==> src/design/htwm_pkg.sv <==
// Package for the host timers and word mapping block
package htwm_pkg;
    localparam logic [7:0]  HTWM_OFF_TIMER_CONFIG = 8'h8c;
    localparam logic [7:0]  HTWM_OFF_TIMER_LIVE   = 8'h90;
    localparam logic [7:0]  HTWM_OFF_HALF_ORDER   = 8'h98;
    localparam logic [7:0]  HTWM_OFF_TICK_COUNT   = 8'h9c;
    localparam logic [7:0]  HTWM_OFF_DROP_TALLY   = 8'ha0;
    localparam int          HTWM_RUN_BIT          = 29;
    localparam logic [15:0] HTWM_PRELOAD_RST      = 16'hffff;
    localparam logic [15:0] HTWM_LIVE_RST         = 16'hffff;
    localparam logic [31:0] HTWM_ORDER_RST        = 32'h00000000;
    localparam logic [31:0] HTWM_ORDER_SWAP       = 32'hffffffff;
    localparam logic [31:0] HTWM_DROP_MID         = 32'h7fffffff;
    localparam int          HTWM_CLK_MHZ          = 125;
    localparam int          HTWM_TICK_MHZ         = 25;
    // Core cycles per 25 MHz tick
    localparam int          HTWM_TICK_DIV         = HTWM_CLK_MHZ / HTWM_TICK_MHZ;
    localparam logic [2:0]  HTWM_TICK_DIV_LAST    = 3'(HTWM_TICK_DIV - 1);
    localparam int          HTWM_CLEAR_NS         = 160;
    localparam int          HTWM_CLEAR_CYC        = HTWM_CLEAR_NS * HTWM_CLK_MHZ
                                                    / 1000;
    localparam logic [2:0]  HTWM_DIV_RST          = 3'h0;
endpackage : htwm_pkg

==> src/design/htwm_top.sv <==
// Host timers, tick counter, drop tally and half-word order control
`timescale 1ns/10ps
module htwm_top
(
    input  wire logic        i_clock,
    input  wire logic        i_rst_n,
    input  wire logic        i_bus16,
    input  wire logic        i_cs,
    input  wire logic        i_wr,
    input  wire logic        i_rd,
    input  wire logic [7:0]  i_addr,
    input  wire logic [31:0] i_wdata,
    input  wire logic [1:0]  i_power_state,
    input  wire logic        i_frame_dropped,
    input  wire logic [31:0] i_tx_word,
    input  wire logic        i_rx_lo_valid,
    input  wire logic        i_rx_hi_valid,
    input  wire logic [15:0] i_rx_half,
    output logic      [31:0] o_rdata,
    output logic             o_timer_event,
    output logic             o_drop_event,
    output logic      [15:0] o_tx_half_first,
    output logic      [15:0] o_tx_half_second,
    output logic      [31:0] o_rx_word
);
    import htwm_pkg::*;

    typedef struct packed {
        logic        run;
        logic [15:0] preload;
        logic [15:0] live;
        logic [31:0] order;
        logic [2:0]  div;
        logic [31:0] tick;
        logic [31:0] tick_snap;
        logic        snap_hi_pending;
        logic [31:0] drop;
        logic [31:0] rdata;
        logic        timer_ev;
        logic        drop_ev;
        logic [15:0] tx_first;
        logic [15:0] tx_second;
        logic [31:0] rx_word;
    } htwm_state_type;

    htwm_state_type st_q;
    htwm_state_type st_d;

    logic        acc_wr;
    logic        acc_rd;
    logic        swap16;
    logic        sel_high;
    logic [7:0]  word_addr;
    logic [31:0] wmerge;
    logic [31:0] rword;
    logic        tick_en;

    always_comb
    begin
        acc_wr    = i_cs && i_wr;
        acc_rd    = i_cs && i_rd && !i_wr;
        swap16    = (st_q.order == HTWM_ORDER_SWAP);
        sel_high  = i_bus16 && (i_addr[1] ^ swap16);
        word_addr = {i_addr[7:2], 2'b00};
        tick_en   = (st_q.div == HTWM_TICK_DIV_LAST);
        st_d      = st_q;
        st_d.timer_ev = 1'b0;
        st_d.drop_ev  = 1'b0;

        // Current register word, used for reads and half-word merges
        unique case (word_addr)
            HTWM_OFF_TIMER_CONFIG:
                rword = {2'b00, st_q.run, 13'h0000, st_q.preload};
            HTWM_OFF_TIMER_LIVE:
                rword = {16'h0000, st_q.live};
            HTWM_OFF_HALF_ORDER:
                rword = st_q.order;
            HTWM_OFF_TICK_COUNT:
                rword = st_q.snap_hi_pending ? st_q.tick_snap : st_q.tick;
            HTWM_OFF_DROP_TALLY:
                rword = st_q.drop;
            default:
                rword = 32'h00000000;
        endcase

        if (!i_bus16)
            wmerge = i_wdata;
        else if (sel_high)
            wmerge = {i_wdata[15:0], rword[15:0]};
        else
            wmerge = {rword[31:16], i_wdata[15:0]};

        if (acc_rd)
        begin
            if (!i_bus16)
                st_d.rdata = rword;
            else if (sel_high)
                st_d.rdata = {16'h0000, rword[31:16]};
            else
                st_d.rdata = {16'h0000, rword[15:0]};
        end

        st_d.div  = tick_en ? HTWM_DIV_RST : st_q.div + 3'h1;
        if (tick_en)
            st_d.tick = st_q.tick + 32'h00000001;

        if (acc_rd && i_bus16 && word_addr == HTWM_OFF_TICK_COUNT)
        begin
            if (!st_q.snap_hi_pending)
            begin
                st_d.tick_snap       = st_q.tick;
                st_d.snap_hi_pending = 1'b1;
            end
            else
                st_d.snap_hi_pending = 1'b0;
        end

        if (st_q.run && tick_en)
        begin
            if (st_q.live == 16'h0000)
            begin
                st_d.live     = st_q.preload;
                st_d.timer_ev = 1'b1;
            end
            else
                st_d.live = st_q.live - 16'h0001;
        end

        if (acc_wr && word_addr == HTWM_OFF_TIMER_CONFIG)
        begin
            st_d.run     = wmerge[HTWM_RUN_BIT];
            st_d.preload = wmerge[15:0];
            if (wmerge[HTWM_RUN_BIT] && !st_q.run)
                st_d.live = wmerge[15:0];
            if (st_q.run && !wmerge[HTWM_RUN_BIT])
                st_d.preload = HTWM_PRELOAD_RST;
        end

        if (acc_wr && word_addr == HTWM_OFF_HALF_ORDER)
            st_d.order = wmerge;

        // a 32-bit or high-half read clears, a drop in the same cycle counts as one
        if (acc_rd && word_addr == HTWM_OFF_DROP_TALLY
            && (!i_bus16 || sel_high))
            st_d.drop = i_frame_dropped ? 32'h00000001 : 32'h00000000;
        else if (i_frame_dropped)
        begin
            st_d.drop = st_q.drop + 32'h00000001;
            st_d.drop_ev = (st_q.drop == HTWM_DROP_MID);
        end

        // low half first on the network
        st_d.tx_first  = i_tx_word[15:0];
        st_d.tx_second = i_tx_word[31:16];
        if (i_rx_lo_valid)
            st_d.rx_word[15:0] = i_rx_half;
        if (i_rx_hi_valid)
            st_d.rx_word[31:16] = i_rx_half;
    end

    always_ff @(posedge i_clock)
    begin
        // synchronous clear, preload and live to ffff and the rest zero one edge after reset
        if (!i_rst_n)
        begin
            st_q                 <= '0;
            st_q.preload         <= HTWM_PRELOAD_RST;
            st_q.live            <= HTWM_LIVE_RST;
            st_q.order           <= HTWM_ORDER_RST;
            st_q.div             <= HTWM_DIV_RST;
        end
        else
            st_q <= st_d;
    end

    assign o_rdata          = st_q.rdata;
    assign o_timer_event    = st_q.timer_ev;
    assign o_drop_event     = st_q.drop_ev;
    assign o_tx_half_first  = st_q.tx_first;
    assign o_tx_half_second = st_q.tx_second;
    assign o_rx_word        = st_q.rx_word;

    // Cycles allowed for the tick counter to read zero after reset
    localparam int AST_CLR_WIN = HTWM_CLEAR_CYC;

    // Timer control and count
    AST_RUN_SET: assert property (
        @(posedge i_clock) disable iff (!i_rst_n)
        acc_wr && word_addr == HTWM_OFF_TIMER_CONFIG && !i_bus16
        |=> st_q.run == $past(i_wdata[29]))
        else $error("run bit did not follow write");
    AST_IDLE_HOLD: assert property (
        @(posedge i_clock) disable iff (!i_rst_n)
        !st_q.run && !(acc_wr && word_addr == HTWM_OFF_TIMER_CONFIG)
        |=> st_q.live == $past(st_q.live))
        else $error("halted timer moved");
    AST_HALT_PRE: assert property (
        @(posedge i_clock) disable iff (!i_rst_n)
        $fell(st_q.run) |-> st_q.preload == 16'hffff)
        else $error("preload not restored on halt");
    AST_START_LD: assert property (
        @(posedge i_clock) disable iff (!i_rst_n)
        $rose(st_q.run) |-> st_q.live == st_q.preload)
        else $error("live count not loaded at start");
    AST_PRE_RST: assert property (
        @(posedge i_clock)
        $rose(i_rst_n) |-> st_q.preload == 16'hffff && st_q.live == 16'hffff)
        else $error("timer fields wrong after reset");
    AST_EXPIRE: assert property (
        @(posedge i_clock) disable iff (!i_rst_n)
        st_q.run && tick_en && st_q.live == 16'h0000
        && !(acc_wr && word_addr == HTWM_OFF_TIMER_CONFIG)
        |=> o_timer_event && st_q.live == $past(st_q.preload))
        else $error("expiry did not reload and flag");
    AST_COUNT_DN: assert property (
        @(posedge i_clock) disable iff (!i_rst_n)
        st_q.run && tick_en && st_q.live != 16'h0000
        && !(acc_wr && word_addr == HTWM_OFF_TIMER_CONFIG)
        |=> st_q.live == $past(st_q.live) - 16'h0001)
        else $error("timer did not count down");
    AST_EV_PULSE: assert property (
        @(posedge i_clock) disable iff (!i_rst_n)
        o_timer_event |=> !o_timer_event)
        else $error("timer event longer than one cycle");
    AST_LIVE_RD: assert property (
        @(posedge i_clock) disable iff (!i_rst_n)
        acc_rd && !i_bus16 && word_addr == HTWM_OFF_TIMER_LIVE
        |=> o_rdata == {16'h0000, $past(st_q.live)})
        else $error("live count read wrong");

    // Half-word mapping and network order
    AST_BUS32_MAP: assert property (
        @(posedge i_clock) disable iff (!i_rst_n)
        acc_rd && !i_bus16 && word_addr == HTWM_OFF_HALF_ORDER
        |=> o_rdata == $past(st_q.order))
        else $error("32-bit read not mapped straight");
    AST_ORDER_WR: assert property (
        @(posedge i_clock) disable iff (!i_rst_n)
        acc_wr && !i_bus16 && word_addr == HTWM_OFF_HALF_ORDER
        |=> st_q.order == $past(i_wdata))
        else $error("32-bit write not mapped straight");
    AST_HALF_MAP: assert property (
        @(posedge i_clock) disable iff (!i_rst_n)
        acc_rd && i_bus16 && i_addr[1] && st_q.order != 32'hffffffff
        |=> o_rdata[15:0] == $past(rword[31:16]))
        else $error("high half not selected");
    AST_HALF_SWAP: assert property (
        @(posedge i_clock) disable iff (!i_rst_n)
        acc_rd && i_bus16 && !i_addr[1] && st_q.order == 32'hffffffff
        && word_addr == HTWM_OFF_TIMER_CONFIG
        |=> o_rdata == {16'h0000, 2'b00, $past(st_q.run), 13'h0000})
        else $error("swapped half not selected");
    AST_TX_ORDER: assert property (
        @(posedge i_clock) disable iff (!i_rst_n)
        1'b1 |=> o_tx_half_first == $past(i_tx_word[15:0])
        && o_tx_half_second == $past(i_tx_word[31:16]))
        else $error("transmit halves out of order");
    AST_RX_LOW: assert property (
        @(posedge i_clock) disable iff (!i_rst_n)
        i_rx_lo_valid |=> o_rx_word[15:0] == $past(i_rx_half))
        else $error("received low half misplaced");
    AST_RX_HIGH: assert property (
        @(posedge i_clock) disable iff (!i_rst_n)
        i_rx_hi_valid |=> o_rx_word[31:16] == $past(i_rx_half))
        else $error("received high half misplaced");

    // Tick counter: one step every fifth clock
    AST_TICK_RATE: assert property (
        @(posedge i_clock) disable iff (!i_rst_n)
        tick_en |=> (st_q.tick == $past(st_q.tick) + 32'h00000001
        && !tick_en) ##1 !tick_en [*3] ##1 tick_en)
        else $error("tick counter rate wrong");
    AST_TICK_PWR: assert property (
        @(posedge i_clock) disable iff (!i_rst_n)
        tick_en && i_power_state != 2'h0
        |=> st_q.tick == $past(st_q.tick) + 32'h00000001)
        else $error("tick counter stopped in low power");
    AST_SNAP_USE: assert property (
        @(posedge i_clock) disable iff (!i_rst_n)
        acc_rd && i_bus16 && word_addr == HTWM_OFF_TICK_COUNT
        && st_q.snap_hi_pending
        |=> o_rdata[15:0] == ($past(sel_high) ? $past(st_q.tick_snap[31:16])
        : $past(st_q.tick_snap[15:0])))
        else $error("second half not from snapshot");
    AST_RST_CLR: assert property (
        @(posedge i_clock)
        $rose(i_rst_n) |-> ##[0:AST_CLR_WIN] st_q.tick == 32'h0)
        else $error("tick not cleared after reset");

    // Drop tally; the midpoint cannot be reached in a short run
    AST_DROP_INC: assert property (
        @(posedge i_clock) disable iff (!i_rst_n)
        i_frame_dropped && !(acc_rd && word_addr == HTWM_OFF_DROP_TALLY)
        |=> st_q.drop == $past(st_q.drop) + 32'h00000001)
        else $error("drop count did not step");
    AST_DROP_CLR: assert property (
        @(posedge i_clock) disable iff (!i_rst_n)
        acc_rd && !i_bus16 && word_addr == HTWM_OFF_DROP_TALLY
        |=> o_rdata == $past(st_q.drop)
        && st_q.drop == {31'h0, $past(i_frame_dropped)})
        else $error("drop read did not clear");
    AST_DROP_MID: assert property (
        @(posedge i_clock) disable iff (!i_rst_n)
        o_drop_event |-> st_q.drop == 32'h80000000)
        else $error("midpoint event misplaced");
    AST_DROP_PULSE: assert property (
        @(posedge i_clock) disable iff (!i_rst_n)
        o_drop_event |=> !o_drop_event)
        else $error("drop event longer than one cycle");

    COV_TIMER_EV: cover property (@(posedge i_clock) o_timer_event);
    COV_DROP_EV:  cover property (@(posedge i_clock) o_drop_event);
    COV_SPLIT_RD: cover property (@(posedge i_clock)
        st_q.snap_hi_pending ##1 !st_q.snap_hi_pending);
    COV_SWAP_RD:  cover property (@(posedge i_clock)
        acc_rd && i_bus16 && swap16);
endmodule : htwm_top

==> config.mk <==
export PLATFORM = sky130hd
export DESIGN_NAME = htwm_top
export DESIGN_NICKNAME = d
export VERILOG_FILES = /design/src/design/htwm_pkg.sv /design/src/design/htwm_top.sv
export SDC_FILE = /design/constraint.sdc
export NUM_CORES = 1
export LEC_CHECK = 0
export ABC_AREA = 1
export BUFFER_PORTS_ARGS = -buffer_cell sky130_fd_sc_hd__buf_2
export CAP_MARGIN = 5
export CORE_MARGIN = 2
export CORE_UTILIZATION = 60
export CTS_BUF_LIST = sky130_fd_sc_hd__clkbuf_8
export CTS_CLUSTER_SIZE = 20
export DETAILED_ROUTE_END_ITERATION = 10
export GPL_TIMING_DRIVEN = 0
export HOLD_SLACK_MARGIN = 0.1
export PLACE_DENSITY = 0.83
export RECOVER_POWER = 50
export SETUP_SLACK_MARGIN = 0.5
export SLEW_MARGIN = 20
export SYNTH_ARGS = -nofsm -noshare
export SYNTH_HDL_FRONTEND = slang
export SYNTH_SLANG_ARGS = --single-unit
==> constraint.sdc <==
create_clock -name i_clock -period 5.35 [get_ports i_clock]
set_clock_uncertainty 0.05 [all_clocks]
set_input_delay 1.07 -clock i_clock [delete_from_list [all_inputs] [get_ports i_clock]]
set_output_delay 1.07 -clock i_clock [all_outputs]
set_load 0.02 [all_outputs]
==> impl_metrics.toml <==
[cts]
cts_buffer_depth = 3
post_cts_buffers = 0
clk_latency_ns = 0.58
path_clk_slew_ns = 0.07
numCtsBuffers = 46
cts_tree = "done"
h-tree-depth = 2
root_buffer = "clkbuf_8"
cts.sinks = 263
cts-resized-gates = 0
cts_hold_buffers = 0

[routing]
drt_first_pass_iters = 6
wl_mm = 46.2
drt-initial-drc-count = 1552
viasPerCell = 5.56
route.detailed.drc = 0
num_vias = 14555
wire_per_inst_um = 17.7
ant_nets = 0

[placement]
routabilityCongestion = 1.05
dp_hpwl_mm = 35.6
port_buffers = 191
dp.cells = 2536

[layout]
drive_gt1_frac = 0.137
num_antenna_cells = 0
finalNonFillerCells = 2618
final_nets = 2404
syn_to_final_growth_pct = 15.0
utilization = 0.699

[worst_setup_path]
r2r_cells = 12
cp_slowest_cell = "nor3_1"
worstPathRequired_ns = 5.77
cp_top_family = "simple AND/OR/NAND/NOR gates"
cp_common_cell = "nand2_1"
crit_chain = "buf_2 > inv_1 > nand2_2 > nor2_4 > nand2_2 > clkbuf_1 > o21ai_0 > nor3_1 > o21ai_0 > inv_1 > nand2_1 > nand2_1 > nand2_1"
worstPathMaxFanout = 10
cp-startpoint = "i_addr[6]"
end_kind = "flop"
r2r_start = "st_q[195]"
cp_num_buf_inv = 4
max_stage_delay_ns = 0.57
critical_path_arrival_ns = 3.44
critPathLaunchType = "primary input"
cp.depth = 13
worstSetupPathType = "primary input to flop"

[logic_synthesis]
synth-simple-area-share = 0.285
ys_types = 41
yosysSeqAreaShare = 0.384
synthFlopType = "dfxtp_1"
synthAdderAreaFrac = 0.00547
synth-edff-count = 0
avgSynthCellArea_um2 = 6.66
async_flop_share = 0
ys_warn_count = 0
synth.cell_area_mm2 = 0.0137
syn_inst = 2060
synth_compound_area_frac = 0.162
syn_nets = 2165
synth-xor-area-share = 0.0140
synthTopCellsByCount = "nand2_1, dfxtp_1, inv_1"
synth.mux.area_fraction = 0
yosysTopAreaCellShare = 0.384
synth_top_family_by_area = "simple AND/OR/NAND/NOR gates"
ys_top_cells_by_area = "dfxtp_1, nand2_1, o21ai_0"
yosysMostFrequentCell = "nand2_1"
synth_top_area_cell = "dfxtp_1"
ys_ff_latch = 263

[floorplanning]
core_mm2 = 0.0226
rows = 55
pin_count = 197
die_height_um = 155
die_x_um = 155
dieArea_mm2 = 0.0241
initial_core_util = 0.608

[sta]
worstMarginPinSlew_ns = 0.879
setup_violations = 0
final.period_utilization = 0.565
hold_violations = 0
final_max_slew_viol_count = 0
hold_ws_ns = 0.395
fmax_mhz = 331
rsz0062_at_grt = "no"
max-slew-margin-rel = 0.414
setup-tns-final_ns = 0
fin_crit_ns = 3.02

[pwr]
p_total_mw = 4.18
powerDensity_mw_per_mm2 = 265
p_leak_nw = 7.00
ir_worst_vdd_v = 0.000221

[grt]
grt_pass1_wl_mm = 70.0
antenna_found_initial = 0
grt_usage = 0.371
grt_overflow = 0
grt_pass1_vias = 13127
grt_max_degree = 13

[worst_hold_path]
min_path_cells = 2
worstHoldStart = "st_q[144]"
hp-class = "flop to flop"

[run]
maxCapViolCount = 0

[run_status]
status = "finished clean"
[sequential cells by signal, indices dropped and copies added, names as in the netlist]
| signal | cells |
|---|---|
| st_q | 165 |
| o_rdata | 32 |
| o_timer_event | 1 |
| o_rx_word | 32 |
| o_tx_half_second | 16 |
| o_drop_event | 1 |
| o_tx_half_first | 16 |
[cells by family after synthesis]
family                   Yosys count
buffers and inverters            436
XOR/XNOR                          22
flip-flops                       263
adder cells (fa/ha/maj)            6
AND/OR/NAND/NOR                  913
AO/OA/AOI/OAI                    420
[layer usage]
layer,up-vias,GRT usage,part of all wire
li1,7051,-,-
met1,6597,0.474,0.40
met2,761,0.600,0.45
met3,146,0.0872,0.10
met4,0,0.162,0.043
met5,-,0,0
[per-stage QoR]
stage,cell area (um^2),setup slack (ns)
after floorplan,13700,2.78
after global placement,15000,1.87
after detailed placement,15000,1.88
after CTS,15900,2.48
after global routing,15800,2.20
final,15800,2.33
[worst min-delay path: stages (launching register included)]
cell and delay, ns:
dfxtp_1 0.31, inv_1 0.04, a21oi_1 0.05
[area by class of cell]
type                            count  area (um^2)
Buffer                            187         1120
Clock buffer                       56          771
Clock inverter                     26          118
Fill cell                        2088         6790
Inverter                          249          937
Multi-Input combinational cell   1361         6370
Sequential cell                   263         5270
Tap cell                          285          357
Timing Repair Buffer              191          843
[path summary, 6_finish.rpt]
| check | endpoint | slack [ns] |
|---|---|---|
| hold reg to reg | st_q[144] | 0.40 |
| setup / recovery | st_q[257] | 2.33 |
| hold / removal | st_q[144] | 0.40 |
| setup reg to reg | st_q[187] | 2.58 |
[placed cells by master, fill, tap and decap left out, types with 33 or more instances in the layout]
cell	netlist	layout
nand3_1	144	144
o211ai_1	33	33
o21ai_0	187	187
a21oi_1	174	174
nor3_1	58	59
dfxtp_1	263	263
nor2_1	203	207
nand2_1	444	445
buf_4	99	99
clkbuf_1	60	150
buf_2	23	124
clkbuf_8	0	56
inv_1	238	256
[where the power goes]
| group | leakage [nW] | internal [mW] | switching (mW) |
|---|---|---|---|
| Sequential | 2.14 | 2.00 | 0.0192 |
| Combinational | 4.34 | 0.123 | 0.240 |
| Clock | 0.521 | 0.946 | 0.853 |
(Power assumes the default switching activity.)
